**src/inc/l1cfg_pkg.sv**
```systemverilog
// Purpose: Shared constants of the level-one cache configuration block.
// Assumes: One 32-bit configuration word on a classic Wishbone slave.
// Notes: Bit positions, masks, reset value and size coding live here; the bench repeats bit positions and size coding.
//
// Behaviour
// - With fast_irq_fill_bypass_en set and an interrupt pending, every cache fill decision becomes an uncached access.
// - The pm_writeback_en bit turns on write-back operation of the program-memory cache.
// - Writing one to pm_invalidate invalidates the program-memory cache entries.
// - pm_lock_way_one and pm_lock_way_zero each lock their program-memory way while set.
// - pm_size_sel picks 128K, 256K, 512K or 1M bits for the program-memory cache.
// - The dm_writeback_en bit turns on write-back operation of the data-memory cache.
// - Writing one to dm_invalidate invalidates the data-memory cache entries.
// - dm_lock_way_one and dm_lock_way_zero each lock their data-memory way while set.
// - dm_size_sel picks 128K, 256K, 512K or 1M bits for the data-memory cache.
// - Bit 0 turns on the instruction cache, alone or with both other caches.
// - Bit 8 turns on the data-memory cache, which runs only with the other two caches on.
package l1cfg_pkg;
	localparam int unsigned DATA_W = 32;
	localparam int unsigned KB_W = 11;
	localparam logic [7:0] CFG_OFFSET = 8'h00;
	localparam logic [31:0] CFG_RESET = 32'h00000000;
	localparam logic [31:0] CFG_RW_MASK = 32'h01f7f701;
	localparam int unsigned B_IC_ON = 0;
	localparam int unsigned B_DM_ON = 8;
	localparam int unsigned B_DM_SIZE = 9;
	localparam int unsigned B_DM_LCK0 = 12;
	localparam int unsigned B_DM_LCK1 = 13;
	localparam int unsigned B_DM_INV = 14;
	localparam int unsigned B_DM_WB = 15;
	localparam int unsigned B_PM_ON = 16;
	localparam int unsigned B_PM_SIZE = 17;
	localparam int unsigned B_PM_LCK0 = 20;
	localparam int unsigned B_PM_LCK1 = 21;
	localparam int unsigned B_PM_INV = 22;
	localparam int unsigned B_PM_WB = 23;
	localparam int unsigned B_FIRQ = 24;
	localparam int unsigned FILL_IC = 0;
	localparam int unsigned FILL_PM = 1;
	localparam int unsigned FILL_DM = 2;
	localparam logic [10:0] SIZE_BASE_KBITS = 11'h080;

	// Size code n selects 128K bits shifted left by n.
	function automatic logic [KB_W-1:0] size_kbits(input logic [1:0] code);
		return SIZE_BASE_KBITS << code;
	endfunction

	function automatic logic [DATA_W-1:0] be_mask(input logic [3:0] be);
		return {{8{be[3]}}, {8{be[2]}}, {8{be[1]}}, {8{be[0]}}};
	endfunction
endpackage

```
**src/inc/cfg_bus_if.sv**
```systemverilog
// Purpose: Carrier between the Wishbone port and the configuration register.
// Assumes: One clock; wr is a one-cycle strobe already decoded for the register.
// Notes: rdat always shows the register as software reads it.
`timescale 1ns/1ps
`default_nettype none
interface cfg_bus_if;
	logic wr;
	logic [31:0] wdat;
	logic [3:0] be;
	logic [31:0] rdat;
	modport port (output wr, output wdat, output be, input rdat);
	modport regs (input wr, input wdat, input be, output rdat);
endinterface
`default_nettype wire

```
**src/rtl/wb_cfg_port.sv**
```systemverilog
// Purpose: Classic Wishbone slave in front of the configuration word.
// Assumes: Master holds the request until it samples ack.
// Notes: Ack rises one cycle after the request and lasts one cycle.
`timescale 1ns/1ps
`default_nettype none
module wb_cfg_port #(
	parameter int unsigned ADDR_W = 8
) (
	// Clock and reset
	input wire logic clk_i,
	input wire logic rst_i,
	// Wishbone slave
	input wire logic cyc_i,
	input wire logic stb_i,
	input wire logic we_i,
	input wire logic [ADDR_W-1:0] adr_i,
	input wire logic [3:0] sel_i,
	input wire logic [31:0] dat_i,
	output logic [31:0] dat_o,
	output logic ack_o,
	// Register side
	cfg_bus_if.port b
);
	typedef struct packed {
		logic ack;
		logic [31:0] rdat;
	} port_state_t;

	port_state_t q, d;
	logic hit;

	assign hit = adr_i[ADDR_W-1:2] == l1cfg_pkg::CFG_OFFSET[ADDR_W-1:2];
	// The write lands on the edge where the master samples ack, so no retry can double it.
	assign b.wr = cyc_i && stb_i && we_i && q.ack && hit;
	assign b.wdat = dat_i;
	assign b.be = sel_i;

	always_comb begin
		d = q;
		d.ack = cyc_i && stb_i && !q.ack;
		// Unmapped addresses still get ack, with zero read data.
		d.rdat = (hit && cyc_i && stb_i) ? b.rdat : 32'h00000000;
	end

	always_ff @(posedge clk_i) begin
		if (rst_i) begin
			q <= '0;
		end else begin
			q <= d;
		end
	end

	assign dat_o = q.rdat;
	assign ack_o = q.ack;
endmodule
`default_nettype wire

```
**src/rtl/l1_cache_config_control.sv**
```systemverilog
// Purpose: Level-one cache configuration register and the controls it drives.
// Assumes: Cache datapaths sit outside and answer invalidation with a done pulse.
// Notes: Enables are gated so a forbidden mix never reaches the caches.
`timescale 1ns/1ps
`default_nettype none
module l1_cache_config_control #(
	parameter int unsigned ADDR_W = 8
) (
	// Clock and reset
	input wire logic clk_i,
	input wire logic rst_i,
	// Wishbone slave
	input wire logic cyc_i,
	input wire logic stb_i,
	input wire logic we_i,
	input wire logic [ADDR_W-1:0] adr_i,
	input wire logic [3:0] sel_i,
	input wire logic [31:0] dat_i,
	output logic [31:0] dat_o,
	output logic ack_o,
	// Cache controller side
	input wire logic irq_pending_i,
	input wire logic [2:0] fill_dec_i,
	input wire logic pm_inval_done_i,
	input wire logic dm_inval_done_i,
	// Cache controls
	output logic instr_cache_on_o,
	output logic pm_cache_on_o,
	output logic dm_cache_on_o,
	output logic pm_writeback_en_o,
	output logic dm_writeback_en_o,
	output logic [1:0] pm_lock_o,
	output logic [1:0] dm_lock_o,
	output logic [10:0] pm_size_kbits_o,
	output logic [10:0] dm_size_kbits_o,
	output logic pm_invalidate_o,
	output logic dm_invalidate_o,
	output logic [2:0] fill_o,
	output logic [2:0] through_o
);
	if (ADDR_W < 3 || ADDR_W > 8) begin : g_bad_addr_w
		$error("ADDR_W must lie between 3 and 8.");
	end

	typedef struct packed {
		logic [31:0] cfg;
		logic ic_on;
		logic pm_on;
		logic dm_on;
		logic pm_wb;
		logic dm_wb;
		logic [1:0] pm_lock;
		logic [1:0] dm_lock;
		logic [10:0] pm_kb;
		logic [10:0] dm_kb;
		logic [2:0] fill;
		logic [2:0] through;
	} cfg_state_t;

	cfg_state_t q, d;
	cfg_bus_if b ();
	logic [31:0] merged;
	logic all_on;
	logic bypass;

	wb_cfg_port #(
		.ADDR_W(ADDR_W)
	) u_port (
		.clk_i(clk_i),
		.rst_i(rst_i),
		.cyc_i(cyc_i),
		.stb_i(stb_i),
		.we_i(we_i),
		.adr_i(adr_i),
		.sel_i(sel_i),
		.dat_i(dat_i),
		.dat_o(dat_o),
		.ack_o(ack_o),
		.b(b.port)
	);

	assign b.rdat = q.cfg;

	always_comb begin
		d = q;
		merged = (q.cfg & ~l1cfg_pkg::be_mask(b.be)) | (b.wdat & l1cfg_pkg::be_mask(b.be));
		merged = merged & l1cfg_pkg::CFG_RW_MASK;
		if (b.wr) begin
			d.cfg = merged;
		end
		// Invalidation stays requested until the cache reports done; a new request in the done cycle wins.
		d.cfg[l1cfg_pkg::B_PM_INV] = (q.cfg[l1cfg_pkg::B_PM_INV] && !pm_inval_done_i)
			|| (b.wr && merged[l1cfg_pkg::B_PM_INV]);
		d.cfg[l1cfg_pkg::B_DM_INV] = (q.cfg[l1cfg_pkg::B_DM_INV] && !dm_inval_done_i)
			|| (b.wr && merged[l1cfg_pkg::B_DM_INV]);
		// Program and data caches only run when all three enables are set together.
		all_on = d.cfg[l1cfg_pkg::B_IC_ON] && d.cfg[l1cfg_pkg::B_PM_ON] && d.cfg[l1cfg_pkg::B_DM_ON];
		d.ic_on = d.cfg[l1cfg_pkg::B_IC_ON];
		d.pm_on = all_on;
		d.dm_on = all_on;
		d.pm_wb = d.cfg[l1cfg_pkg::B_PM_WB];
		d.dm_wb = d.cfg[l1cfg_pkg::B_DM_WB];
		d.pm_lock = {d.cfg[l1cfg_pkg::B_PM_LCK1], d.cfg[l1cfg_pkg::B_PM_LCK0]};
		d.dm_lock = {d.cfg[l1cfg_pkg::B_DM_LCK1], d.cfg[l1cfg_pkg::B_DM_LCK0]};
		d.pm_kb = l1cfg_pkg::size_kbits(d.cfg[l1cfg_pkg::B_PM_SIZE +: 2]);
		d.dm_kb = l1cfg_pkg::size_kbits(d.cfg[l1cfg_pkg::B_DM_SIZE +: 2]);
		// The bypass uses the setting already in force, never one being written this cycle.
		bypass = q.cfg[l1cfg_pkg::B_FIRQ] && irq_pending_i;
		d.fill = fill_dec_i & {3{!bypass}};
		d.through = fill_dec_i & {3{bypass}};
	end

	always_ff @(posedge clk_i) begin
		if (rst_i) begin
			q <= '0;
			q.cfg <= l1cfg_pkg::CFG_RESET;
			q.pm_kb <= l1cfg_pkg::SIZE_BASE_KBITS;
			q.dm_kb <= l1cfg_pkg::SIZE_BASE_KBITS;
		end else begin
			q <= d;
		end
	end

	assign instr_cache_on_o = q.ic_on;
	assign pm_cache_on_o = q.pm_on;
	assign dm_cache_on_o = q.dm_on;
	assign pm_writeback_en_o = q.pm_wb;
	assign dm_writeback_en_o = q.dm_wb;
	assign pm_lock_o = q.pm_lock;
	assign dm_lock_o = q.dm_lock;
	assign pm_size_kbits_o = q.pm_kb;
	assign dm_size_kbits_o = q.dm_kb;
	assign pm_invalidate_o = q.cfg[l1cfg_pkg::B_PM_INV];
	assign dm_invalidate_o = q.cfg[l1cfg_pkg::B_DM_INV];
	assign fill_o = q.fill;
	assign through_o = q.through;
endmodule
`default_nettype wire

```
**config.mk**
```make
export PLATFORM = sky130hd
export DESIGN_NAME = l1_cache_config_control
export DESIGN_NICKNAME = d
export VERILOG_FILES = /design/src/inc/l1cfg_pkg.sv /design/src/inc/cfg_bus_if.sv /design/src/rtl/wb_cfg_port.sv /design/src/rtl/l1_cache_config_control.sv
export SDC_FILE = /design/constraint.sdc
export NUM_CORES = 1
export LEC_CHECK = 0
export ABC_AREA = 1
export BUFFER_PORTS_ARGS = -buffer_cell sky130_fd_sc_hd__buf_4
export CORE_MARGIN = 5
export CORE_UTILIZATION = 46
export CTS_CLUSTER_SIZE = 20
export DETAILED_ROUTE_END_ITERATION = 16
export PLACE_DENSITY = 0.83
export SYNTH_ARGS = -nofsm -noshare
export SYNTH_HDL_FRONTEND = slang
export SYNTH_SLANG_ARGS = --single-unit
```
**constraint.sdc**
```tcl
create_clock -name clk_i -period 2.8 [get_ports clk_i]
set_input_delay 0.42 -clock clk_i [delete_from_list [all_inputs] [get_ports clk_i]]
set_output_delay 0.42 -clock clk_i [all_outputs]
set_load 0.02 [all_outputs]
```
==> out/qor.txt, run 1 <==
DP Area -> 2552 um^2
Max-cap violations -> 0
Setup repair bufs after CTS -> 0
# H-tree levels -> 2
Initial antenna violation count -> 0
Final core utilization -> 60.76%
Comb power frac -> 9.2%
HP Start -> fill_dec_i[1]
Hold EP -> through_o[1]$_SDFF_PP0_
R2r endpoint -> dm_cache_on_o$_SDFF_PP0_
Max VDD drop -> 229.7 uV
Worst EP required -> 3.03 ns
Global-route wire length before repair -> 7.224 mm
Cell repeated most along the worst path -> nand2_1
Worst setup SP type -> flip-flop
Starting density of the core -> 47.89%
Cell row count -> 24
NumNets Final -> 374
Min-delay worst type -> input port to flip-flop
Worst Path Max Fanout -> 17
Hold path depth -> 3
RSZ-0062 raised after global routing -> false
Die width -> 77.56 um
Core Box Area -> 4384 um^2
Flop pwr share -> 53.0%
Area of the mapped netlist -> 2100 um^2
Worst Path Buf+Inv -> 1
Largest net degree at the start of global routing -> 22
Psw -> 0.3019 mW
Slowest cell on crit path -> dfxtp_1
RD Place Congestion -> 0.7676
Synth unique cells -> 25
Vias in the first global route -> 1,629
Die area -> 6016 um^2
LEAKAGE -> 1.259 nW
Switching Share -> 23.33%
CTS Buf Count -> 5
Hold WS -> 0.3727 ns
Finished Cell Area -> 2664 um^2
Layout cell share with drive strength beyond 1 -> 39.38%
Post-synthesis sequential area ratio -> 45.77%
Hold buffers post-CTS -> 0
Maximum clock rate -> 730.4 MHz
Clock transition at path regs -> 0.09 ns
Setup tns final -> 0 ns
Clock share of power -> 37.7%
Data arrival, critical path -> 1.59 ns
Setup-failing EPs final -> 0
Power Total -> 1.294 mW
Via count -> 1,631
N_diodes -> 0
Final Hold Viols -> 0
Wire length per cell -> 11.94 um
Residual DRC -> 0
Post-route ant nets -> 0
CTS Root Cell -> clkbuf_8
Max Root-Sink Buffers -> 2
Yosys reg bits -> 48
PD cells -> 485.7 nW/um^2
Worst reg2reg path startpoint -> u_port.ack_o$_SDFF_PP0_
Hpwl dp -> 3.496 mm
Clock latency on the worst-skew pair -> 0.29 ns
Total Wirelength -> 4.443 mm
Die Y -> 77.56 um
TritonCTS clock tree -> done
Final worst path period share -> 48.90%
Total Routing Usage GR -> 14.63%
First-pass DRT Iterations -> 4
Cell Int Power -> 0.9919 mW
DR iter-0 viols -> 37
P&R area growth vs syn -> 26.88%
Critical Path Max Stage Delay -> 0.38 ns
Delay-heaviest family, CP -> simple AND/OR/NAND/NOR gates
R2r worst-path depth -> 8
Resize count post-CTS -> 0
Period minus WS final -> 1.369 ns
Critical path class -> flip-flop to flip-flop
Routed vias/inst -> 4.384
Skew final -> 0.002732 ns
Status -> finished, final reports clean
Final Max Tran Viols -> 0
I/O pin count -> 127
Cells along the critical path -> nand2_1, inv_1, nand2_4, nor2_8, nand2_1, nand2_1, nand2_1, nor2_1
Avg Inst Size Synth -> 8.535 um^2
Number of port buffers -> 78
Syn Inst Count -> 246
Yosys warnings -> 0
CTS Sinks -> 48
Grt ovf -> 0
R2R Setup Slk -> 1.43 ns
Crit. End Element -> flip-flop
worst register-to-register path, stage by stage (launching register included):
cell and delay, ns:
dfxtp_1 0.38, nand2_1 0.07, inv_1 0.08, nand2_4 0.09
nor2_8 0.28, nand2_1 0.11, nand2_1 0.10, nand2_1 0.06
nor2_1 0.14
cells in the final DEF (no fill, tap or decap), types with 4 or more instances in the layout:
cell type	instances
nor2_1	17
clkbuf_8	5
nand2_1	47
a21oi_2	7
nor2_4	4
inv_1	28
o21ai_0	7
dfxtp_1	48
nor3_1	7
nand3_2	9
a21oi_1	6
buf_4	78
conb_1	30
nor2_2	10
power groups by stage:
stage          Sequential (mW)  Combinational (mW)  Clock (mW)
6_report                 0.686               0.120       0.488
5_1_grt                  0.687               0.129       0.533
4_1_cts                  0.686               0.119       0.497
2_1_floorplan            0.706              0.0953           0
3_3_place_gp             0.702               0.118           0
3_5_place_dp             0.702               0.119           0
worst max path at each step:
stage                                    endpoint  depth (start not counted)                    start  slack [ns]
floorplan                               flip-flop                          8  u_port.ack_o$_SDFF_PP0_        1.55
global placement    pm_size_kbits_o[8]$_SDFF_PP0_                          8                 adr_i[5]        1.28
detailed placement  pm_size_kbits_o[8]$_SDFF_PP0_                          8                 adr_i[5]        1.26
CTS                      dm_cache_on_o$_SDFF_PP0_                          8  u_port.ack_o$_SDFF_PP0_        1.41
global route             dm_cache_on_o$_SDFF_PP0_                          8  u_port.ack_o$_SDFF_PP0_        1.29
finish                   dm_cache_on_o$_SDFF_PP0_                          8  u_port.ack_o$_SDFF_PP0_        1.43
cell type report:
cell class              count  area [um^2]
clock inverters             3        42.54
repair buffers             78        585.6
fillers                   408         1720
flip-flops and latches     48        960.9
multi-input cells         156        828.3
inverters                  30        112.6
well taps                  52        65.06
clock buffers               5        68.82
cell families (layout without fill, tap and decap cells):
logic type             Yosys count  after routing  share of synthesized area [%]
and+or+nand+nor                104            104                          27.35
buffers and inverters           71            116                          19.96
DFF                             48             48                          45.77
AOI/OAI and AO/OA               22             22                          6.734
other                            1             30                         0.1786
through the flow:
stage          instances  setup slack (ns)
2_1_floorplan        275             1.549
3_3_place_gp         364             1.285
3_5_place_dp         364             1.262
4_1_cts              372             1.413
5_1_grt              372             1.293
6_report             372             1.431
synth_stat cells:
cell / n / area (um^2)
dfxtp_1: 48 / 960.9
nand2_1: 47 / 176.4
buf_4: 35 / 262.8
inv_1: 28 / 105.1
nor2_1: 17 / 63.81
nor2_2: 10 / 62.56
nand3_2: 9 / 90.09
a21oi_2: 7 / 61.31
nor3_1: 7 / 35.03
o21ai_0: 7 / 35.03
a21oi_1: 6 / 30.03
nor2_4: 4 / 45.04
buf_2: 2 / 10.01
clkbuf_1: 2 / 7.510
inv_2: 2 / 7.510
nand2_2: 2 / 12.51
nand3_1: 2 / 10.01
nand3_4: 2 / 35.03
o21bai_1: 2 / 15.01
or2_2: 2 / 12.51
buf_6: 1 / 11.26
buf_8: 1 / 15.01
conb_1: 1 / 3.750
nand2_4: 1 / 11.26
nor2_8: 1 / 20.02
routing by layer:
metal | vias to the layer above | track usage, % | wire (um)
li1 | 829 | - | -
met1 | 721 | 16.69 | 1699
met2 | 76 | 26.18 | 2271
met3 | 5 | 4.514 | 429
met4 | 0 | 4.124 | 43
met5 | - | 0 | 0
No activity file was read; power rests on OpenSTA's default activity.
==> run 2: changes to the inputs <==
--- a/config.mk
+++ b/config.mk
@@ -8,10 +8,10 @@
 export ABC_AREA = 1
 export BUFFER_PORTS_ARGS = -buffer_cell sky130_fd_sc_hd__buf_4
 export CORE_MARGIN = 5
-export CORE_UTILIZATION = 46
+export CORE_UTILIZATION = 39
 export CTS_CLUSTER_SIZE = 20
 export DETAILED_ROUTE_END_ITERATION = 16
-export PLACE_DENSITY = 0.83
+export PLACE_DENSITY = 0.74
 export SYNTH_ARGS = -nofsm -noshare
 export SYNTH_HDL_FRONTEND = slang
 export SYNTH_SLANG_ARGS = --single-unit
==> constraint.sdc (replaced) <==
create_clock -name clk_i -period 1.2 [get_ports clk_i]
set_input_delay 0.18 -clock clk_i [delete_from_list [all_inputs] [get_ports clk_i]]
set_output_delay 0.18 -clock clk_i [all_outputs]
set_load 0.02 [all_outputs]
==> out/qor.txt, run 2 (synthesis results as in run 1) <==
Total Routing Usage GR -> 12.85% (was 14.63%)
CTS Buf Count -> 5 (unchanged)
Final Max Tran Viols -> 0 (unchanged)
Fillcell total -> 484 (was 408)
P&R area growth vs syn -> 33.97% (was 26.88%)
Data arrival, critical path -> 1.31 ns (was 1.59 ns)
Die width -> 83.37 um (was 77.56 um)
Crit. End Element -> flip-flop (unchanged)
Status -> finished, final reports clean (unchanged)
Via count -> 1,689 (was 1,631)
Largest net degree at the start of global routing -> 21 (was 22)
Hold buffers post-CTS -> 0 (unchanged)
Max Root-Sink Buffers -> 2 (unchanged)
CTS Root Cell -> clkbuf_8 (unchanged)
RSZ-0062 raised after global routing -> true (was false)
RD Place Congestion -> 0.7494 (was 0.7676)
Skew final -> 0.004100 ns (was 0.002732 ns)
Most common cell after layout, fill and taps aside -> buf_4 (unchanged)
Maximum clock rate -> 886.9 MHz (was 730.4 MHz)
DR iter-0 viols -> 52 (was 37)
CTS Sinks -> 48 (unchanged)
LEAKAGE -> 1.331 nW (was 1.259 nW)
Worst EP required -> 1.38 ns (was 3.03 ns)
Max VDD drop -> 574.5 uV (was 229.7 uV)
Starting density of the core -> 40.59% (was 47.89%)
Clock transition at path regs -> 0.09 ns (about the same)
Setup-failing EPs final -> 0 (unchanged)
Delay-heaviest family, CP -> flip-flops (was simple AND/OR/NAND/NOR gates)
Post-Place Worst Slack -> -0.04658 ns (was 1.262 ns)
Worst setup SP type -> flip-flop (unchanged)
TritonCTS clock tree -> done (unchanged)
Global-route wire length before repair -> 7.410 mm (was 7.224 mm)
Die Y -> 83.37 um (was 77.56 um)
Hpwl dp -> 3.417 mm (was 3.496 mm)
Post-route ant nets -> 0 (unchanged)
Clock latency on the worst-skew pair -> 0.30 ns (was 0.29 ns)
Wire length per cell -> 11.37 um (was 11.94 um)
Commonest non-fill, non-tap cells in the layout -> buf_4 (87), dfxtp_1 (47), nand2_1 (41) (was buf_4 (78), dfxtp_1 (48), nand2_1 (47))
Final core utilization -> 54.38% (was 60.76%)
Residual DRC -> 0 (unchanged)
Worst Path Max Fanout -> 4 (was 17)
Critical Path Max Stage Delay -> 0.34 ns (was 0.38 ns)
Max-cap violations -> 0 (unchanged)
N_diodes -> 0 (unchanged)
Slowest cell on crit path -> dfxtp_2 (was dfxtp_1)
Cell row count -> 26 (was 24)
Min-delay worst type -> input port to flip-flop (unchanged)
I/O pin count -> 127 (unchanged)
First-pass DRT Iterations -> 4 (unchanged)
PD cells -> 1081 nW/um^2 (was 485.7 nW/um^2)
Die area -> 6951 um^2 (was 6016 um^2)
Critical path class -> flip-flop to flip-flop (unchanged)
Cells along the critical path -> nand2_2, inv_2, nand2_4, buf_6, o21bai_1, nand2_1, inv_2, nor2_1 (was nand2_1, inv_1, nand2_4, nor2_8, nand2_1, nand2_1, nand2_1, nor2_1)
Core Box Area -> 5172 um^2 (was 4384 um^2)
Routed vias/inst -> 4.201 (was 4.384)
Layout cell share with drive strength beyond 1 -> 45.18% (was 39.38%)
# H-tree levels -> 2 (unchanged)
Fin cells -> 402 (was 372)
Final Hold Viols -> 0 (unchanged)
Grt ovf -> 0 (unchanged)
Vias in the first global route -> 1,649 (was 1,629)
Period minus WS final -> 1.128 ns (was 1.369 ns)
Placed Cells -> 391 (was 364)
Total Wirelength -> 4.570 mm (was 4.443 mm)
Final WS setup -> 0.07243 ns (was 1.431 ns)
Number of port buffers -> 78 (unchanged)
Worst Path Buf+Inv -> 3 (was 1)
NumNets Final -> 386 (was 374)
Initial antenna violation count -> 0 (unchanged)
Final worst path period share -> 93.96% (was 48.90%)
Cell repeated most along the worst path -> inv_2 (was nand2_1)
-- run 2: where the power goes --
group          switching, mW  total (mW)  internal (mW)
clock                  0.530        1.15          0.616
combinational          0.185       0.294          0.109
sequential           0.00245        1.60           1.60
-- run 2: stage by stage --
step                instance area [um^2]  TNS [ns]  hold WS [ns]  total power, mW
floorplan                           2210         0        0.3204            1.869
global placement                    2644  -0.08167        0.4330            1.924
detailed placement                  2644   -0.2654        0.4362            1.928
CTS                                 2770         0        0.1266            3.069
global route                        2813  -0.03126        0.1378            3.155
finish                              2813         0        0.1312            3.041
-- run 2: routing by layer --
layer / track usage, % / vias up / part of all wire [%]
met5: 0 / - / 0
met1: 14.34 / 752 / 40
met4: 4.903 / 0 / 1.3
li1: - / 857 / -
met2: 22.38 / 73 / 49
met3: 4.455 / 7 / 9.6
-- run 2: final timing paths --
path                                  to                    start  slack, ns  depth (start not counted)
max                b.rdat[17]$_SDFF_PP0_  u_port.ack_o$_SDFF_PP0_       0.07                          8
min              through_o[0]$_SDFF_PP0_            fill_dec_i[0]       0.13                          3
max reg2reg        b.rdat[17]$_SDFF_PP0_  u_port.ack_o$_SDFF_PP0_       0.07                          8
min reg2reg  u_port.dat_o[20]$_SDFF_PP0_                flip-flop       0.45                          2
-- run 2: cell type report --
type / count / area (um^2) / share of cell area (%)
clock inverters: 3 / 42.54 / 1.512
multi-input cells: 157 / 863.3 / 30.69
well taps: 70 / 87.58 / 3.114
repair buffers: 89 / 675.6 / 24.02
clock buffers: 5 / 68.82 / 2.447
inverters: 30 / 112.6 / 4.004
flip-flops and latches: 48 / 962.2 / 34.21
-- run 2: timing repair --
action,in CTS,in global routing
endpoints found under the setup margin,8,19
gates cloned,0,1
gates resized for setup,0,14
endpoints found under the hold margin,0,0
pin swaps,1,10
setup buffers,2,0
-- run 2: worst min-delay path: stages --
cell	delay (ns)
buf_4	0.10
inv_1	0.06
nor3_1	0.05
